<file path="src/rtl/dpi_consts.svh">
// Timing constants for the door position indicator.
// Assumes a single 100 MHz clock; counts are derived in the top module.
`ifndef DPI_CONSTS_SVH
`define DPI_CONSTS_SVH

`define DPI_CLK_HZ     100000000
`define DPI_POS_DB_MS  500
`define DPI_BTN_DB_MS  25
`define DPI_MAX_ON_MS  500
`define DPI_PHASE_MS   500
`define DPI_FLASH_MS   125
`define DPI_POR_CYC    5'h10
`define DPI_SYNC_RST   3'h7

`endif

</file>
<file path="src/rtl/dpi_pkg.sv">
// Types shared by the door position indicator.
// Assumes nothing beyond a SystemVerilog compiler.
package dpi_pkg;

  // Power-up display phases, then normal running
  typedef enum logic [1:0] {PH_RED, PH_GREEN, PH_ALT, PH_RUN} dpi_phase_e;

  // Complementary drive pair for the bicolour indicator
  typedef struct packed {
    logic red;
    logic green;
  } dpi_led_s;

  localparam dpi_led_s DPI_RED   = '{red: 1'b1, green: 1'b0};
  localparam dpi_led_s DPI_GREEN = '{red: 1'b0, green: 1'b1};

endpackage : dpi_pkg

</file>
<file path="src/rtl/dpi_top.sv">
// Door position indicator: debounced limit switches to a bicolour LED pair,
// plus a debounced pushbutton driving a time-limited control output.
// Assumes all three inputs are asynchronous pins with external pull-ups.
`timescale 1ns/1ps
`include "dpi_consts.svh"

// What this block does
// - Open low and shut high drives the pair to light red.
// - Shut low and open high drives the pair to light green.
// - Both inputs equal makes the pair swap colours repeatedly.
// - The two LED lines always sit at opposite levels.
// - Position inputs change only after holding stable for half a second.
// - Power-up shows red, green, then flashing, each for half a second.
// - Button low, debounced for 25 ms, raises the control output.
// - Control output stays high only while the button stays pressed.
// - Button held 500 ms is a fault; control output is forced low.
// - LED levels freeze while the button is judged pressed, once the power-up display has ended.
// - Power-on reset is generated internally; no external reset needed.
module dpi_top
  import dpi_pkg::*;
#(
  parameter int unsigned POS_DB_CYC = `DPI_POS_DB_MS * (`DPI_CLK_HZ / 1000),
  parameter int unsigned BTN_DB_CYC = `DPI_BTN_DB_MS * (`DPI_CLK_HZ / 1000),
  parameter int unsigned MAX_ON_CYC = `DPI_MAX_ON_MS * (`DPI_CLK_HZ / 1000),
  parameter int unsigned PHASE_CYC  = `DPI_PHASE_MS  * (`DPI_CLK_HZ / 1000),
  parameter int unsigned FLASH_CYC  = `DPI_FLASH_MS  * (`DPI_CLK_HZ / 1000)
) (
  // Clock and optional reset
  input  wire logic ref_clk,
  input  wire logic reset,
  // Pins from switches and button
  input  wire logic open_limit_in,
  input  wire logic shut_limit_in,
  input  wire logic button_in,
  // Pins to the LED pair and the opener
  output logic      red_drive_line,
  output logic      green_drive_line,
  output logic      control_out
);

  // ---------------------------------------------------------------
  // Power-on reset
  // ---------------------------------------------------------------
  logic [4:0]  por_cnt_q = 5'h00;
  logic        por_done;
  logic        rst;

  // Power-up value of the counter holds the block in reset for a few cycles
  always_ff @(posedge ref_clk) begin
    if (!por_done) begin
      por_cnt_q <= por_cnt_q + 5'h01;
    end
  end
  assign por_done = (por_cnt_q == `DPI_POR_CYC);
  assign rst      = reset | !por_done;

  // ---------------------------------------------------------------
  // Synchronisers and debouncers
  // ---------------------------------------------------------------
  logic [2:0]  raw_in;
  logic [2:0]  sync1_q;
  logic [2:0]  sync2_q;
  logic [2:0]  stable_q;
  logic [31:0] db_cnt_q [3];

  // Index 0 open, 1 shut, 2 button
  assign raw_in = {button_in, shut_limit_in, open_limit_in};

  // Two flops per pin; pull-ups mean idle reads as high
  always_ff @(posedge ref_clk) begin
    if (rst) begin
      sync1_q <= `DPI_SYNC_RST;
      sync2_q <= `DPI_SYNC_RST;
    end else begin
      sync1_q <= raw_in;
      sync2_q <= sync1_q;
    end
  end

  // A new level is accepted only after it holds for the full interval
  for (genvar g = 0; g < 3; g++) begin : g_db
    localparam int unsigned DB = (g == 2) ? BTN_DB_CYC : POS_DB_CYC;
    always_ff @(posedge ref_clk) begin
      if (rst) begin
        stable_q[g] <= 1'b1;
        db_cnt_q[g] <= 32'h0;
      end else if (sync2_q[g] == stable_q[g]) begin
        db_cnt_q[g] <= 32'h0; // Any bounce restarts the wait
      end else if (db_cnt_q[g] == DB - 1) begin
        stable_q[g] <= sync2_q[g];
        db_cnt_q[g] <= 32'h0;
      end else begin
        db_cnt_q[g] <= db_cnt_q[g] + 32'h1;
      end
    end
  end

  logic open_db;
  logic shut_db;
  logic pressed;
  assign open_db = stable_q[0];
  assign shut_db = stable_q[1];
  assign pressed = !stable_q[2];

  // ---------------------------------------------------------------
  // Flash divider and power-up sequencer
  // ---------------------------------------------------------------
  logic [31:0] flash_cnt_q;
  logic        flash_q;
  logic [31:0] ph_cnt_q;
  dpi_phase_e  phase_q;

  // Free-running swap enable; shared by power-up and moving-door flashing
  always_ff @(posedge ref_clk) begin
    if (rst) begin
      flash_cnt_q <= 32'h0;
      flash_q     <= 1'b1;
    end else if (flash_cnt_q == FLASH_CYC - 1) begin
      flash_cnt_q <= 32'h0;
      flash_q     <= !flash_q;
    end else begin
      flash_cnt_q <= flash_cnt_q + 32'h1;
    end
  end

  // Red, green, flashing, each one phase long, then normal display
  always_ff @(posedge ref_clk) begin
    if (rst) begin
      phase_q  <= PH_RED;
      ph_cnt_q <= 32'h0;
    end else if (phase_q != PH_RUN) begin
      if (ph_cnt_q == PHASE_CYC - 1) begin
        ph_cnt_q <= 32'h0;
        case (phase_q)
          PH_RED:   phase_q <= PH_GREEN;
          PH_GREEN: phase_q <= PH_ALT;
          default:  phase_q <= PH_RUN;
        endcase
      end else begin
        ph_cnt_q <= ph_cnt_q + 32'h1;
      end
    end
  end

  // ---------------------------------------------------------------
  // LED drive
  // ---------------------------------------------------------------
  dpi_led_s led_q;
  dpi_led_s flash_led;
  assign flash_led = flash_q ? DPI_RED : DPI_GREEN;

  // Pair is always complementary, so a swap is a colour change
  always_ff @(posedge ref_clk) begin
    if (rst) begin
      led_q <= DPI_RED;
    end else begin
      case (phase_q)
        PH_RED:   led_q <= DPI_RED;
        PH_GREEN: led_q <= DPI_GREEN;
        PH_ALT:   led_q <= flash_led;
        default: begin
          if (pressed) begin
            led_q <= led_q;
          end else if (!open_db && shut_db) begin
            led_q <= DPI_RED;
          end else if (!shut_db && open_db) begin
            led_q <= DPI_GREEN;
          end else begin
            led_q <= flash_led;
          end
        end
      endcase
    end
  end

  assign red_drive_line   = led_q.red;
  assign green_drive_line = led_q.green;

  // Colour selection checks apply in the run phase with the button up
  logic run_idle;
  assign run_idle = (phase_q == PH_RUN) && !pressed;

  // ---------------------------------------------------------------
  // Control output with stuck-button limiter
  // ---------------------------------------------------------------
  logic        control_q;
  logic        lock_q;
  logic [31:0] on_cnt_q;

  // Follows the button up to the limit; lock needs a release to clear
  always_ff @(posedge ref_clk) begin
    if (rst) begin
      control_q <= 1'b0;
      lock_q    <= 1'b0;
      on_cnt_q  <= 32'h0;
    end else if (!pressed) begin
      control_q <= 1'b0;
      lock_q    <= 1'b0;
      on_cnt_q  <= 32'h0;
    end else if (lock_q) begin
      control_q <= 1'b0;
    end else if (!control_q) begin
      control_q <= 1'b1;
      on_cnt_q  <= 32'h0;
    end else if (on_cnt_q == MAX_ON_CYC - 1) begin
      control_q <= 1'b0;
      lock_q    <= 1'b1;
    end else begin
      on_cnt_q  <= on_cnt_q + 32'h1;
    end
  end

  assign control_out = control_q;
endmodule : dpi_top

</file>
<file path="config.mk">
export PLATFORM = sky130hd
export DESIGN_NAME = dpi_top
export DESIGN_NICKNAME = d
export VERILOG_FILES = /design/src/rtl/dpi_pkg.sv /design/src/rtl/dpi_top.sv
export VERILOG_INCLUDE_DIRS = /design/src /design/src/rtl
export SDC_FILE = /design/constraint.sdc
export NUM_CORES = 1
export LEC_CHECK = 0
export BUFFER_PORTS_ARGS = -buffer_cell sky130_fd_sc_hd__buf_2
export CORE_MARGIN = 2
export CORE_UTILIZATION = 40
export DETAILED_ROUTE_END_ITERATION = 6
export PLACE_DENSITY = 0.57
export SYNTH_ARGS = -nofsm -noshare
export SYNTH_HDL_FRONTEND = slang
export SYNTH_SLANG_ARGS = --single-unit
</file>
<file path="constraint.sdc">
create_clock -name ref_clk -period 6.51 [get_ports ref_clk]
set_input_delay 0.3255 -clock ref_clk [delete_from_list [all_inputs] [get_ports ref_clk]]
set_output_delay 0.3255 -clock ref_clk [all_outputs]
set_load 0.05 [all_outputs]
</file>
Yosys cells after proc, flatten, opt, wreduce, memory -nomap -nowiden
Memories as Yosys holds them, arrays and structs flattened.
Cells that the tools add are included.
Widths: inputs -> output; s select.

storage, ports and cells
  register bits after elaboration = 117
  input port bits = 5
  logic and storage cells = 125
  output and inout bits = 3
  memories kept = 1
  bits in writable memories = 96

memory list
  memory    depth  bits a word  rd ports  clocked after memory_dff  write ports  RTL line       RTL
  db_cnt_q  3      32           3         0                         3            dpi_top.sv:64  logic [31:0] db_cnt_q [3];

operators by class
  reduce and logical (&&, ||, !) cells = 16
  mux-type cells = 58
  add/subtract/negate cells = 7
  bitwise logic cells = 14
  equal/unequal tests = 14

operators with widths
  operator               number
  $mux 32                12
  $add 32x1->32 const B  6
  $eq 32x26->1 const B   4
  $mux 1                 40
  $eq 32x22->1 const B   1
  $eq 32x24->1 const B   1
  $or 1x1->1             10
  $reduce_and 2->1       5
  $mux 2                 4
  $pmux 2 s3             1
  $add 5x1->5 const B    1
  $eq 5x5->1 const B     1
  $logic_not 1->1        4
  $ne 2x2->1 const B     2
  $not 1->1              4
  $pmux 2 s2             1
  $reduce_bool 4->1      1
  $reduce_or 2->1        2
  $eq 1x1->1             3
  $reduce_or 3->1        1
  $eq 2x1->1 const B     1
  $eq 2x2->1 const B     1
  $logic_and 1x1->1      2
  $logic_not 2->1        1

Depth between registers and ports, before layout
Gate-level depths: netlist of run 1.

  depth after elaboration = 8
  mapped depth = 10

Worst setup path before layout of run 1
Ideal clock, no wire load.

  path type = flip-flop to flip-flop
  start = register control_q (netlist: control_out)
  end = register on_cnt_q[9]
  arrival = 2228 ps
  required time = 6388 ps
  cell stages (with the launch flop) = 7
  path slack = 4160 ps
  cells stage by stage = dfxtp_1 -> nor4b_1 -> nand4_1 -> o41ai_4 -> nor2_2 -> buf_2 -> a221o_1

on the way
  cells in the longest elaborated chain, start to end = 2
  elaborated cells between the ends (all ways) = 3
  those cells by class = 1 x eq/ne; 1 x mux; 1 x reduce/logical

RTL lines
  item                               RTL line        RTL
  start, declared                    dpi_top.sv:186  logic control_q;
  start signal, assigned             dpi_top.sv:193  control_q <= 1'b0;
  start signal, assigned             dpi_top.sv:197  control_q <= 1'b0;
  start signal, assigned             dpi_top.sv:201  control_q <= 1'b0;
  $ne 2x2->1 (no source line)        -
  $reduce_and 2->1 (no source line)  -
  end signal, assigned               dpi_top.sv:209  on_cnt_q <= on_cnt_q + 32'h1;
  end, declared                      dpi_top.sv:188  logic [31:0] on_cnt_q;

Several ways; a longest one is shown, not always the timed one.
A chain may end at the register's enable or synchronous reset.

Final worst setup path of run 1
  start = register por_cnt_q[0]
  end = register on_cnt_q[21]

on the way
  cells in the longest elaborated chain, start to end = 4

RTL lines
  item                              RTL line       RTL
  start, declared                   dpi_top.sv:44  logic [4:0] por_cnt_q = 5'h00;
  start signal, assigned            dpi_top.sv:51  por_cnt_q <= por_cnt_q + 5'h01;
  $eq 5x5->1 (no source line)       -
  $logic_not 1->1                   dpi_top.sv:55  assign rst = reset | !por_done;
  $or 1x1->1                        dpi_top.sv:55
  $reduce_or 2->1 (no source line)  -

Every way passes these cells.

==> metrics.md, run 1 <==
| Metric | Value |
|---|---|
| F_max | 0.3139 GHz |
| Routed WL per cell | 13.30 µm |
| First-pass GRT wire length | 37.27 mm |
| Yosys warns | 0 |
| Die width | 169.6 µm |
| Combinational Power Share | 0.023 |
| Final clock skew | 23.07 ps |
| Area Growth Syn to Fin | 13.41% |
| Fin nets | 1,266 |
| Postcts setup bufs | 0 |
| Worst setup SP type | flip-flop |
| Clock tree buffer depth | 3 |
| CTS hold repair buffers | 1 |
| Worst slew margin | 0.2411 |
| Pwr/cell area | 233.3 nW/µm² |
| Commonest cells after routing, fill and taps aside | nor2_1, dfxtp_1, edfxtp_1 |
| Crit path max fanout | 21 |
| GPL Wtd Cong | 0.8112 |
| Later-pin clock latency in the skew report | 520 ps |
| Sw power | 613.2 µW |
| Starting Density | 0.4069 |
| GR Overflow Total | 0 |
| Die Y | 169.6 µm |
| DRT antenna net count | 0 |
| Power share of the sequential group | 0.505 |
| Setup WS post-layout | 3324 ps |
| Syn Area/Cell | 9.405 µm² |
| Worst slew pin tran | 1138 ps |
| VDD IR max | 0.1289 mV |
| DR vias/cell | 5.224 |
| Drt initial violations | 553 |
| Post-Synthesis Cell Area | 10,970 µm² |
| Setup crit end kind | flip-flop |
| Clock sink total | 213 |
| Die area | 28,760 µm² |
| Post-Syn Instances | 1,166 |
| Worst path required time | 6950 ps |
| Layout cells sized above 1 | 0.05346 |
| RSZ-0062 raised after global routing | false |
| Clk network pwr share | 0.473 |
| 1st-pass router iterations | 5 |
| Tot Pwr | 2.902 mW |
| LEAKAGE | 4.224 nW |
| Seq/Total Area, Yosys | 0.4810 |
| Setup violators final | 0 |
| Ys async rst share | 0 |
| Initial antenna violation count | 0 |
| Switching share of power | 0.2113 |
| Cts repair resizes | 0 |
| Boundary pin count | 8 |
| Root Buffer | clkbuf_16 |
| IO Port Bufs | 7 |
| Fin crit period | 3186 ps |
| HP Class | input port to flip-flop |
| Register bit total from synthesis | 213 |
| Crit path cell chain | inv_1, ha_1, nand4bb_1, or3_1, nor2_2, a22o_1 |
| Final WL | 21.45 mm |
| P_int | 2.289 mW |
| Critical path's largest stage delay | 860 ps |
| EDFF count, synth | 101 |
| Synth Flop Type | dfxtp_1 |
| Number of global-route vias before repair | 7,998 |
| Clock-pin slew on the worst setup and hold paths | 60 ps |
| MaxCap Viol Count | 0 |
| Final Hold Vio Count | 0 |
| Core area | 26,950 µm² |
| Final Util | 0.4615 |
| # rows | 60 |
| H-tree depth | 1 |
| Critical-path top delay cell | or3_1 |
| Crit path kind | flip-flop to flip-flop |
| Largest net degree at the start of global routing | 33 |
| Status | completed |
| Tcrit/Tclk final | 0.4894 |
| HPWL after DPL | 14.62 mm |
| CTS buffer count | 25 |
| Worst EP arrival | 3630 ps |
| Residual DRC | 0 |
| Place WS | 3293 ps |
| Setup TNS Final | 0 ps |
| Yosys cell types | 60 |
| Antenna diode count | 0 |
| CTS tree | done |
| Fin. max-slew vios | 0 |
| Commonest non-fill, non-tap cell in the layout | nor2_1 |
| Via count | 8,426 |
| Gr usage total | 0.1522 |
[worst paths after layout]
kind | cells after the start | slack (ps) | endpoint | from
worst max-delay path | 6 | 3320 | on_cnt_q[21]$_SDFFE_PP0P_ | por_cnt_q[0]$_DFFE_PP_
worst min-delay path | 2 | 40 | sync1_q[0]$_SDFF_PP1_ | open_limit_in
worst max register to register | 6 | 3320 | on_cnt_q[21]$_SDFFE_PP0P_ | por_cnt_q[0]$_DFFE_PP_
worst min register to register | 1 | 400 | sync2_q[2]$_SDFF_PP1_ | sync1_q[2]$_SDFF_PP1_
[sequential cells by signal, summed over array words and instances, names as in the netlist, 2 cells and up]
name and flops:
db_cnt_q 96, flash_cnt_q 32, on_cnt_q 32, ph_cnt_q 32, phase_q 2, por_cnt_q 5
sync1_q 3, sync2_q 3
[metrics by stage]
stage / instances / hold slack [ps] / instance area, µm²
after floorplan: 1261 / 389.9 / 11320
after global placement: 1566 / 403.2 / 11600
after detailed placement: 1566 / 396.2 / 11600
after CTS: 1613 / 30.15 / 12440
after global routing: 1613 / 27.22 / 12440
final: 1613 / 40.40 / 12440
[power by group through the flow]
stage | Sequential, mW | Combinational [mW] | Clock [mW]
floorplan | 1.48 | 0.0565 | 0
global placement | 1.49 | 0.0640 | 0
detailed placement | 1.49 | 0.0643 | 0
CTS | 1.46 | 0.0655 | 1.42
global route | 1.47 | 0.0777 | 1.47
finish | 1.46 | 0.0656 | 1.37
[layout make-up]
type / count / area (µm²)
tap: 341 / 426.7
inverter: 32 / 120.1
clock buffer: 39 / 790.8
sequential: 213 / 5275
fill: 2586 / 14510
timing repair buffer: 14 / 90.09
clock inverter: 7 / 36.28
multi-input combinational: 967 / 5698
[synthesized netlist by cell type (24+ instances only)]
cell | instances | area share
xnor2_1 | 69 | 0.055
nor3_1 | 28 | 0.013
xor2_1 | 82 | 0.065
or3_1 | 24 | 0.014
nand2_1 | 80 | 0.027
nor2_1 | 186 | 0.064
edfxtp_1 | 101 | 0.28
clkbuf_1 | 30 | 0.010
nor4_1 | 47 | 0.027
dfxtp_1 | 112 | 0.20
nand4_1 | 82 | 0.047
inv_1 | 32 | 0.011
nand3_1 | 69 | 0.031
and3_1 | 28 | 0.016
[logic make-up (layout without fill, tap and decap cells)]
group	Yosys count	in the layout	share of synthesized area
fa+ha+maj	8	8	0.009128
xor+xnor	151	151	0.1206
simple gates	621	621	0.2954
mux	4	4	0.003765
buf+inv	81	92	0.03252
compound gates	87	87	0.05727
other cells	1	96	0.0003419
flops	213	213	0.4810
[metal layers]
metal / up-vias / wire length, µm / global-route usage
met5: - / 0 / 0
met4: 0 / 385 / 0.03828
met3: 34 / 836 / 0.02402
met2: 129 / 9531 / 0.2479
met1: 3943 / 10690 / 0.2121
li1: 4320 / - / -
[worst max-delay path: cells and delay by family, from the launching register on]
family	cells	cell delay [ps]
simple gates	3	2180
flops	1	410
compound gates	1	280
fa+ha+maj	1	150
buf+inv	1	100
Note: power is estimated with default switching activity, not from simulation.
==> run 2: changes to the inputs <==
Settings changed: ABC_AREA from default to 1.
Clock period 6.51 ns to 3.3 ns, I/O delays scaled along.
==> run 2 against run 1 <==
The run now ends with DRC left. Area after synthesis grew 15%. Flip-flop and latch count is the same. Non-clock buffer count grew 2. Critical endpoint is now on_cnt_q[19]$_SDFFE_PP0P_. Core utilization grew 0.099 points. Cell count grew 47%. Combinational power grew to 2.6 times the previous value. Design area grew 15%. Global-route usage grew 2.7 points. Routed wire length grew 37%. Die area grew 15%.
==> metrics.md, run 2 <==
| Metric | Value |
|---|---|
| Status | finished with violations (was completed) |
| Failing checks | DRC |
| Gr usage total | 0.1791 (was 0.1522) |
| LEAKAGE | 5.460 nW (was 4.224 nW) |
| Register bit total from synthesis | 213 (unchanged) |
| RSZ-0062 raised after global routing | false (unchanged) |
| Crit path kind | flip-flop to flip-flop (unchanged) |
| Worst slew margin | 0.5522 (was 0.2411) |
| Dpl cells | 2,322 (was 1,566) |
| Root Buffer | clkbuf_16 (unchanged) |
| Fin nets | 1,970 (was 1,266) |
| Antenna diode count | 0 (unchanged) |
| Die area | 32,940 µm² (was 28,760 µm²) |
| Tcrit/Tclk final | 0.6911 (was 0.4894) |
| Drt initial violations | 835 (was 553) |
| Setup violators final | 0 (unchanged) |
| Initial antenna violation count | 0 (unchanged) |
| Final WL | 29.34 mm (was 21.45 mm) |
| Yosys cell types | 39 (was 60) |
| Later-pin clock latency in the skew report | 530 ps (was 520 ps) |
| Routed WL per cell | 12.36 µm (was 13.30 µm) |
| Area Growth Syn to Fin | 13.15% (was 13.41%) |
| DR vias/cell | 4.795 (was 5.224) |
| Core area | 30,830 µm² (was 26,950 µm²) |
| Postcts setup bufs | 0 (unchanged) |
| Post-synth top area share | 0.2407 (was 0.2766) |
| Clock sink total | 213 (unchanged) |
| Residual DRC | 5 (was 0) |
| GR Overflow Total | 0 (unchanged) |
| Fin. max-slew vios | 0 (unchanged) |
| Final Non-Filler Cells | 2,373 (was 1,613) |
| # rows | 64 (was 60) |
| VDD IR max | 0.3609 mV (was 0.1289 mV) |
| Worst slew pin tran | 670.0 ps (was 1138 ps) |
| Starting Density | 0.4087 (was 0.4069) |
| DRT antenna net count | 0 (unchanged) |
| Seq/Total Area, Yosys | 0.4186 (was 0.4810) |
| MaxCap Viol Count | 0 (unchanged) |
| Worst EP arrival | 2740 ps (was 3630 ps) |
| Post-Syn Instances | 1,844 (was 1,166) |
| Ys async rst share | 0 (unchanged) |
| Commonest cells after routing, fill and taps aside | nand2_1, nor2_1, inv_1 (was nor2_1, dfxtp_1, edfxtp_1) |
| Setup TNS Final | 0 ps (unchanged) |
| CTS tree | done (unchanged) |
| Commonest non-fill, non-tap cell in the layout | nand2_1 (was nor2_1) |
| First-pass GRT wire length | 49.91 mm (was 37.27 mm) |
| Worst path required time | 3760 ps (was 6950 ps) |
| Synth area leader | edfxtp_1 (unchanged) |
| Synth cell count leaders | nand2_1, nor2_1, inv_1 (was nor2_1, dfxtp_1, edfxtp_1) |
| Largest cells by area after synthesis | edfxtp_1, dfxtp_1, nand2_1 (was edfxtp_1, dfxtp_1, xor2_1) |
| HPWL after DPL | 21.79 mm (was 14.62 mm) |
| Via count | 11,380 (was 8,426) |
| Synth Flop Type | dfxtp_1 (unchanged) |
| Die width | 181.5 µm (was 169.6 µm) |
| Die Y | 181.5 µm (was 169.6 µm) |
| Most numerous cell in the Yosys netlist | nand2_1 (was nor2_1) |
| Largest net degree at the start of global routing | 33 (unchanged) |
| F_max | 0.4385 GHz (was 0.3139 GHz) |
| Worst setup SP type | flip-flop (unchanged) |
| IO Port Bufs | 7 (unchanged) |
| Pwr/cell area | 406.8 nW/µm² (was 233.3 nW/µm²) |
| Post-Synthesis Cell Area | 12,600 µm² (was 10,970 µm²) |
| Setup crit end kind | flip-flop (unchanged) |
| H-tree depth | 1 (unchanged) |
| CTS buffer count | 26 (was 25) |
| Boundary pin count | 8 (unchanged) |
| Fin crit period | 2281 ps (was 3186 ps) |
| Syn Area/Cell | 6.833 µm² (was 9.405 µm²) |
| Layout cells sized above 1 | 0.04906 (was 0.05346) |
| Final clock skew | 22.67 ps (was 23.07 ps) |
| Reg with most FFs | db_cnt_q (unchanged) |
| Final Hold Slack | 35.92 ps (was 40.40 ps) |
| GPL Wtd Cong | 0.9046 (was 0.8112) |
| HP Class | input port to flip-flop (unchanged) |
| 1st-pass router iterations | 7 (was 5) |
| Crit path max fanout | 29 (was 21) |
| Clock-pin slew on the worst setup and hold paths | 60 ps (about the same) |
| Final Hold Vio Count | 0 (unchanged) |
| Number of global-route vias before repair | 10,470 (was 7,998) |
| Clock tree buffer depth | 3 (unchanged) |
| EDFF count, synth | 101 (unchanged) |
| Largest register FFs | 96 (unchanged) |
| Fill cells | 3,130 (was 2,586) |
| Yosys warns | 0 (unchanged) |
-- run 2: changes by cell type in the layout (fill, tap and decap cells not counted), sizes merged, moves of 31 or more --
cell / change
a21oi: +55
inv: +181
nand2: +456
nand3: +82
nand4: -31
nor2: +186
nor3: +33
nor4: -50
xnor2: -48
xor2: -32
-- run 2: cell families (layout without fill, tap and decap cells) --
kind of cell	count (synthesis)	count (layout)	share of synthesized area
compound gates	108	108	0.04438
xor+xnor	71	71	0.04935
fa+ha+maj	8	8	0.007944
buf+inv	241	279	0.07507
flops	213	213	0.4186
other cells	1	96	0.0002976
simple gates	1202	1202	0.4043
-- run 2: final cells by class --
class	instances	area (µm²)	share of cell area
multi-input combinational	1485	6736	0.4725
sequential	213	5275	0.3700
clock buffer	45	807.0	0.05660
inverter	215	807.0	0.05660
tap	396	495.5	0.03475
timing repair buffer	16	110.1	0.007723
clock inverter	3	26.28	0.001843
-- run 2: report_power, final --
group,internal (mW),total (mW),switching [mW]
registers,2.83,2.89,0.0664
logic,0.0530,0.172,0.119
clock network,1.65,2.73,1.08
total,4.53,5.80,1.27
-- run 2: metrics by stage --
| stage | setup WS (ps) | instance area [µm²] | util | power [mW] |
|---|---|---|---|---|
| finish | 1019 | 14260 | 0.4625 | 5.800 |
| detailed placement | 1036 | 13390 | 0.4345 | 3.111 |
| floorplan | 1547 | 12960 | - | 3.060 |
| global placement | 1044 | 13390 | 0.4345 | 3.111 |
| global route | 710.0 | 14260 | 0.4625 | 6.032 |
| CTS | 978.6 | 14260 | 0.4625 | 5.881 |
-- run 2: worst max-delay path, stage by stage, from the launching register on --
cell	delay [ps]
edfxtp_1	410
inv_1	100
ha_1	150
nand2_1	50
inv_1	70
nand3_2	190
inv_2	280
nand2_2	130
nor2_4	160
nand2_2	70
inv_2	390
nand2_1	110
nand2_1	70
-- run 2: path summary, 6_finish.rpt --
path	from	slack, ps	cells after the start	end
worst min-delay path	reset	40	4	ph_cnt_q[8]$_SDFFE_PP0P_
worst min register to register	sync1_q[2]$_SDFF_PP1_	410	1	sync2_q[2]$_SDFF_PP1_
worst max register to register	por_cnt_q[0]$_DFFE_PP_	1020	12	on_cnt_q[19]$_SDFFE_PP0P_
worst max-delay path	por_cnt_q[0]$_DFFE_PP_	1020	12	on_cnt_q[19]$_SDFFE_PP0P_
-- run 2: repair_timing --
| action | CTS | global route |
|---|---|---|
| endpoints found under the hold margin | 3 | 0 |
| hold buffers | 3 | 0 |
| gates resized for setup | 0 | 0 |
-- run 2: metal layers --
metal / wire length, µm / part of all wire / global-route usage / vias to the layer above
li1: - / - / - / 6043
met1: 14610 / 0.50 / 0.2480 / 5114
met2: 13200 / 0.45 / 0.3001 / 190
met3: 1046 / 0.036 / 0.02367 / 32
met4: 490 / 0.017 / 0.03642 / 0
met5: 0 / 0 / 0 / -
==> run 3: changes to the inputs <==
Clock period 3.3 ns to 2.2 ns, I/O delays scaled along.
==> run 3 against run 2 <==
The flow now finishes without violations. Routed wire length increased by 2.7%. Clock power increased by 69%. Combinational power increased by 56%.
==> metrics.md, run 3 (synthesized netlist as in run 2, its figures left out) <==
| Metric | Value |
|---|---|
| Setup violators final | 0 (unchanged) |
| CTS buffer count | 27 (was 26) |
| Power share of the sequential group | 0.471 (was 0.499) |
| Worst R2R Setup Slack | 200 ps (was 1020 ps) |
| RSZ-0062 raised after global routing | false (unchanged) |
| GR Overflow Total | 0 (unchanged) |
| Met1 GRT Util | 0.2441 (was 0.2480) |
| Setup WS post-layout | 195.4 ps (was 1019 ps) |
| Core area | 30,830 µm² (unchanged) |
| Final Util | 0.4733 (was 0.4625) |
| VDD IR max | 0.5577 mV (was 0.3609 mV) |
| Final Hold Vio Count | 0 (unchanged) |
| Clock tree buffer depth | 3 (unchanged) |
| Die width | 181.5 µm (unchanged) |
| DR vias/cell | 4.784 (was 4.795) |
| Met2 Use GR | 0.3168 (was 0.3001) |
| IO Port Bufs | 7 (unchanged) |
| HPWL after DPL | 22.73 mm (was 21.79 mm) |
| R2R depth | 9 (was 12) |
| CTS tree | done (unchanged) |
| Worst path required time | 2480 ps (was 3760 ps) |
| Root Buffer | clkbuf_16 (unchanged) |
| # rows | 64 (unchanged) |
| Worst slew margin | 0.6679 (was 0.5522) |
| Die Y | 181.5 µm (unchanged) |
| Finished Cell Area | 14,590 µm² (was 14,260 µm²) |
| Met3 Track Usage GR | 0.02587 (was 0.02367) |
| Postcts setup bufs | 0 (unchanged) |
| Hold Path Sink | sync1_q[0]$_SDFF_PP1_ (was ph_cnt_q[8]$_SDFFE_PP0P_) |
| Setup TNS Final | 0 ps (unchanged) |
| Final clock skew | 20.33 ps (was 22.67 ps) |
| Drt initial violations | 815 (was 835) |
| Fin. max-slew vios | 0 (unchanged) |
| Tcrit/Tclk final | 0.9112 (was 0.6911) |
| P_int | 7.204 mW (was 4.530 mW) |
| H-tree depth | 1 (unchanged) |
| MaxCap Viol Count | 0 (unchanged) |
| Largest register FFs | 96 (unchanged) |
| Commonest cells after routing, fill and taps aside | nand2_1, nor2_1, inv_1 (unchanged) |
| Sw power | 2.009 mW (was 1.270 mW) |
| Clock sink total | 213 (unchanged) |
| GPL Wtd Cong | 0.9294 (was 0.9046) |
| Layout cells sized above 1 | 0.06009 (was 0.04906) |
| Place WS | 208.4 ps (was 1036 ps) |
| Area Growth Syn to Fin | 15.80% (was 13.15%) |
| Initial antenna violation count | 0 (unchanged) |
| Hold_sp | open_limit_in (was reset) |
| LEAKAGE | 5.640 nW (was 5.460 nW) |
| Commonest non-fill, non-tap cell in the layout | nand2_1 (unchanged) |
| Crit path max fanout | 15 (was 29) |
| Fill cells | 3,136 (was 3,130) |
| Worst EP arrival | 2280 ps (was 2740 ps) |
| Worst setup SP type | flip-flop (unchanged) |
| Later-pin clock latency in the skew report | 550 ps (was 530 ps) |
| Worst slew pin tran | 494.4 ps (was 670.0 ps) |
| Number of global-route vias before repair | 10,910 (was 10,470) |
| 1st-pass router iterations | 5 (was 7) |
| Antenna diode count | 0 (unchanged) |
| Gr usage total | 0.1840 (was 0.1791) |
| Via count | 11,450 (was 11,380) |
| Worst hold stages | 3 (was 4) |
| First-pass GRT wire length | 51.27 mm (was 49.91 mm) |
| Routed WL per cell | 12.59 µm (was 12.36 µm) |
| DRT antenna net count | 0 (unchanged) |
| Reg-to-Reg Start | db_cnt_q[0][0]$_SDFFCE_PN0P_ (was por_cnt_q[0]$_DFFE_PP_) |
| Setup crit end kind | flip-flop (unchanged) |
| Crit path kind | flip-flop to flip-flop (unchanged) |
| Placed inst area | 13,600 µm² (was 13,390 µm²) |
| Fin nets | 1,990 (was 1,970) |
| Residual DRC | 0 (was 5) |
| Combinational Power Share | 0.029 (was 0.030) |
| Boundary pin count | 8 (unchanged) |
| Switching share of power | 0.2180 (was 0.2190) |
| Pwr/cell area | 631.4 nW/µm² (was 406.8 nW/µm²) |
| Most Used Layer, Global Route | met2 (unchanged) |
| Reg with most FFs | db_cnt_q (unchanged) |
| Final WL | 30.12 mm (was 29.34 mm) |
| HP Class | input port to flip-flop (unchanged) |
| Largest net degree at the start of global routing | 33 (unchanged) |
| Clock-pin slew on the worst setup and hold paths | 60 ps (about the same) |
| Worst R2R End | db_cnt_q[0][2]$_SDFFCE_PN0P_ (was on_cnt_q[19]$_SDFFE_PP0P_) |
| Starting Density | 0.4087 (unchanged) |
| Fin crit period | 2005 ps (was 2281 ps) |
| F_max | 0.4989 GHz (was 0.4385 GHz) |
| Die area | 32,940 µm² (unchanged) |
| Clk network pwr share | 0.500 (was 0.472) |
| Status | completed (was finished with violations) |
==> run 3: cell type report <==
cell class / count / area, µm² / area share
Clock buffer: 43 / 849.6 / 0.05822
Multi-Input combinational cell: 1485 / 6739 / 0.4618
Inverter: 215 / 807.0 / 0.05531
Tap cell: 396 / 495.5 / 0.03396
Clock inverter: 6 / 95.09 / 0.006517
Sequential cell: 213 / 5275 / 0.3615
Timing Repair Buffer: 35 / 330.3 / 0.02264
==> run 3: worst max-delay path by stage <==
stage	endpoint	depth (start not counted)	from	slack [ps]
3_5_place_dp	db_cnt_q[0][24]$_SDFFCE_PN0P_	10	db_cnt_q[0][0]$_SDFFCE_PN0P_	210
3_3_place_gp	db_cnt_q[0][2]$_SDFFCE_PN0P_	9	db_cnt_q[0][0]$_SDFFCE_PN0P_	270
5_1_grt	db_cnt_q[0][15]$_SDFFCE_PN0P_	9	db_cnt_q[0][0]$_SDFFCE_PN0P_	10
2_1_floorplan	db_cnt_q[0][12]$_SDFFCE_PN0P_	9	db_cnt_q[0][0]$_SDFFCE_PN0P_	450
4_1_cts	db_cnt_q[0][2]$_SDFFCE_PN0P_	9	db_cnt_q[0][0]$_SDFFCE_PN0P_	200
6_report	db_cnt_q[0][2]$_SDFFCE_PN0P_	9	db_cnt_q[0][0]$_SDFFCE_PN0P_	200
==> run 3: per-stage QoR <==
stage / instances / hold slack, ps / total power, mW
after floorplan: 1939 / 216.6 / 4.591
final: 2393 / 316.5 / 9.213
after detailed placement: 2340 / 325.8 / 4.674
after global routing: 2393 / 307.2 / 9.586
after global placement: 2340 / 324.3 / 4.674
after CTS: 2393 / 281.6 / 9.378
==> run 3: worst max-delay path, stage by stage (launching register included) <==
cell and delay (ps):
edfxtp_1 390, ha_1 210, nand2_1 90, nor2_2 190, nand2_2 140, nor2_1 130
nand3_1 170, nand2_2 140, buf_4 210, nor3b_1 70
==> run 3: routing by layer <==
layer,routed length (µm),part of all wire,vias to the layer above
met2,13800,0.46,218
li1,-,-,6088
met1,14520,0.48,5096
met5,0,0,-
met3,1179,0.039,45
met4,631,0.021,0
==> run 3: power by group through the flow <==
stage | combinational, mW | clock (mW) | sequential, mW
global placement | 0.256 | 0 | 4.42
detailed placement | 0.253 | 0 | 4.42
floorplan | 0.203 | 0 | 4.39
CTS | 0.261 | 4.78 | 4.34
finish | 0.268 | 4.61 | 4.34
global route | 0.311 | 4.92 | 4.35
==> run 3: what timing repair did <==
action	CTS	global route
gates resized for setup	0	1
endpoints found under the hold margin	5	0
hold buffers	4	0
endpoints found under the setup margin	0	1
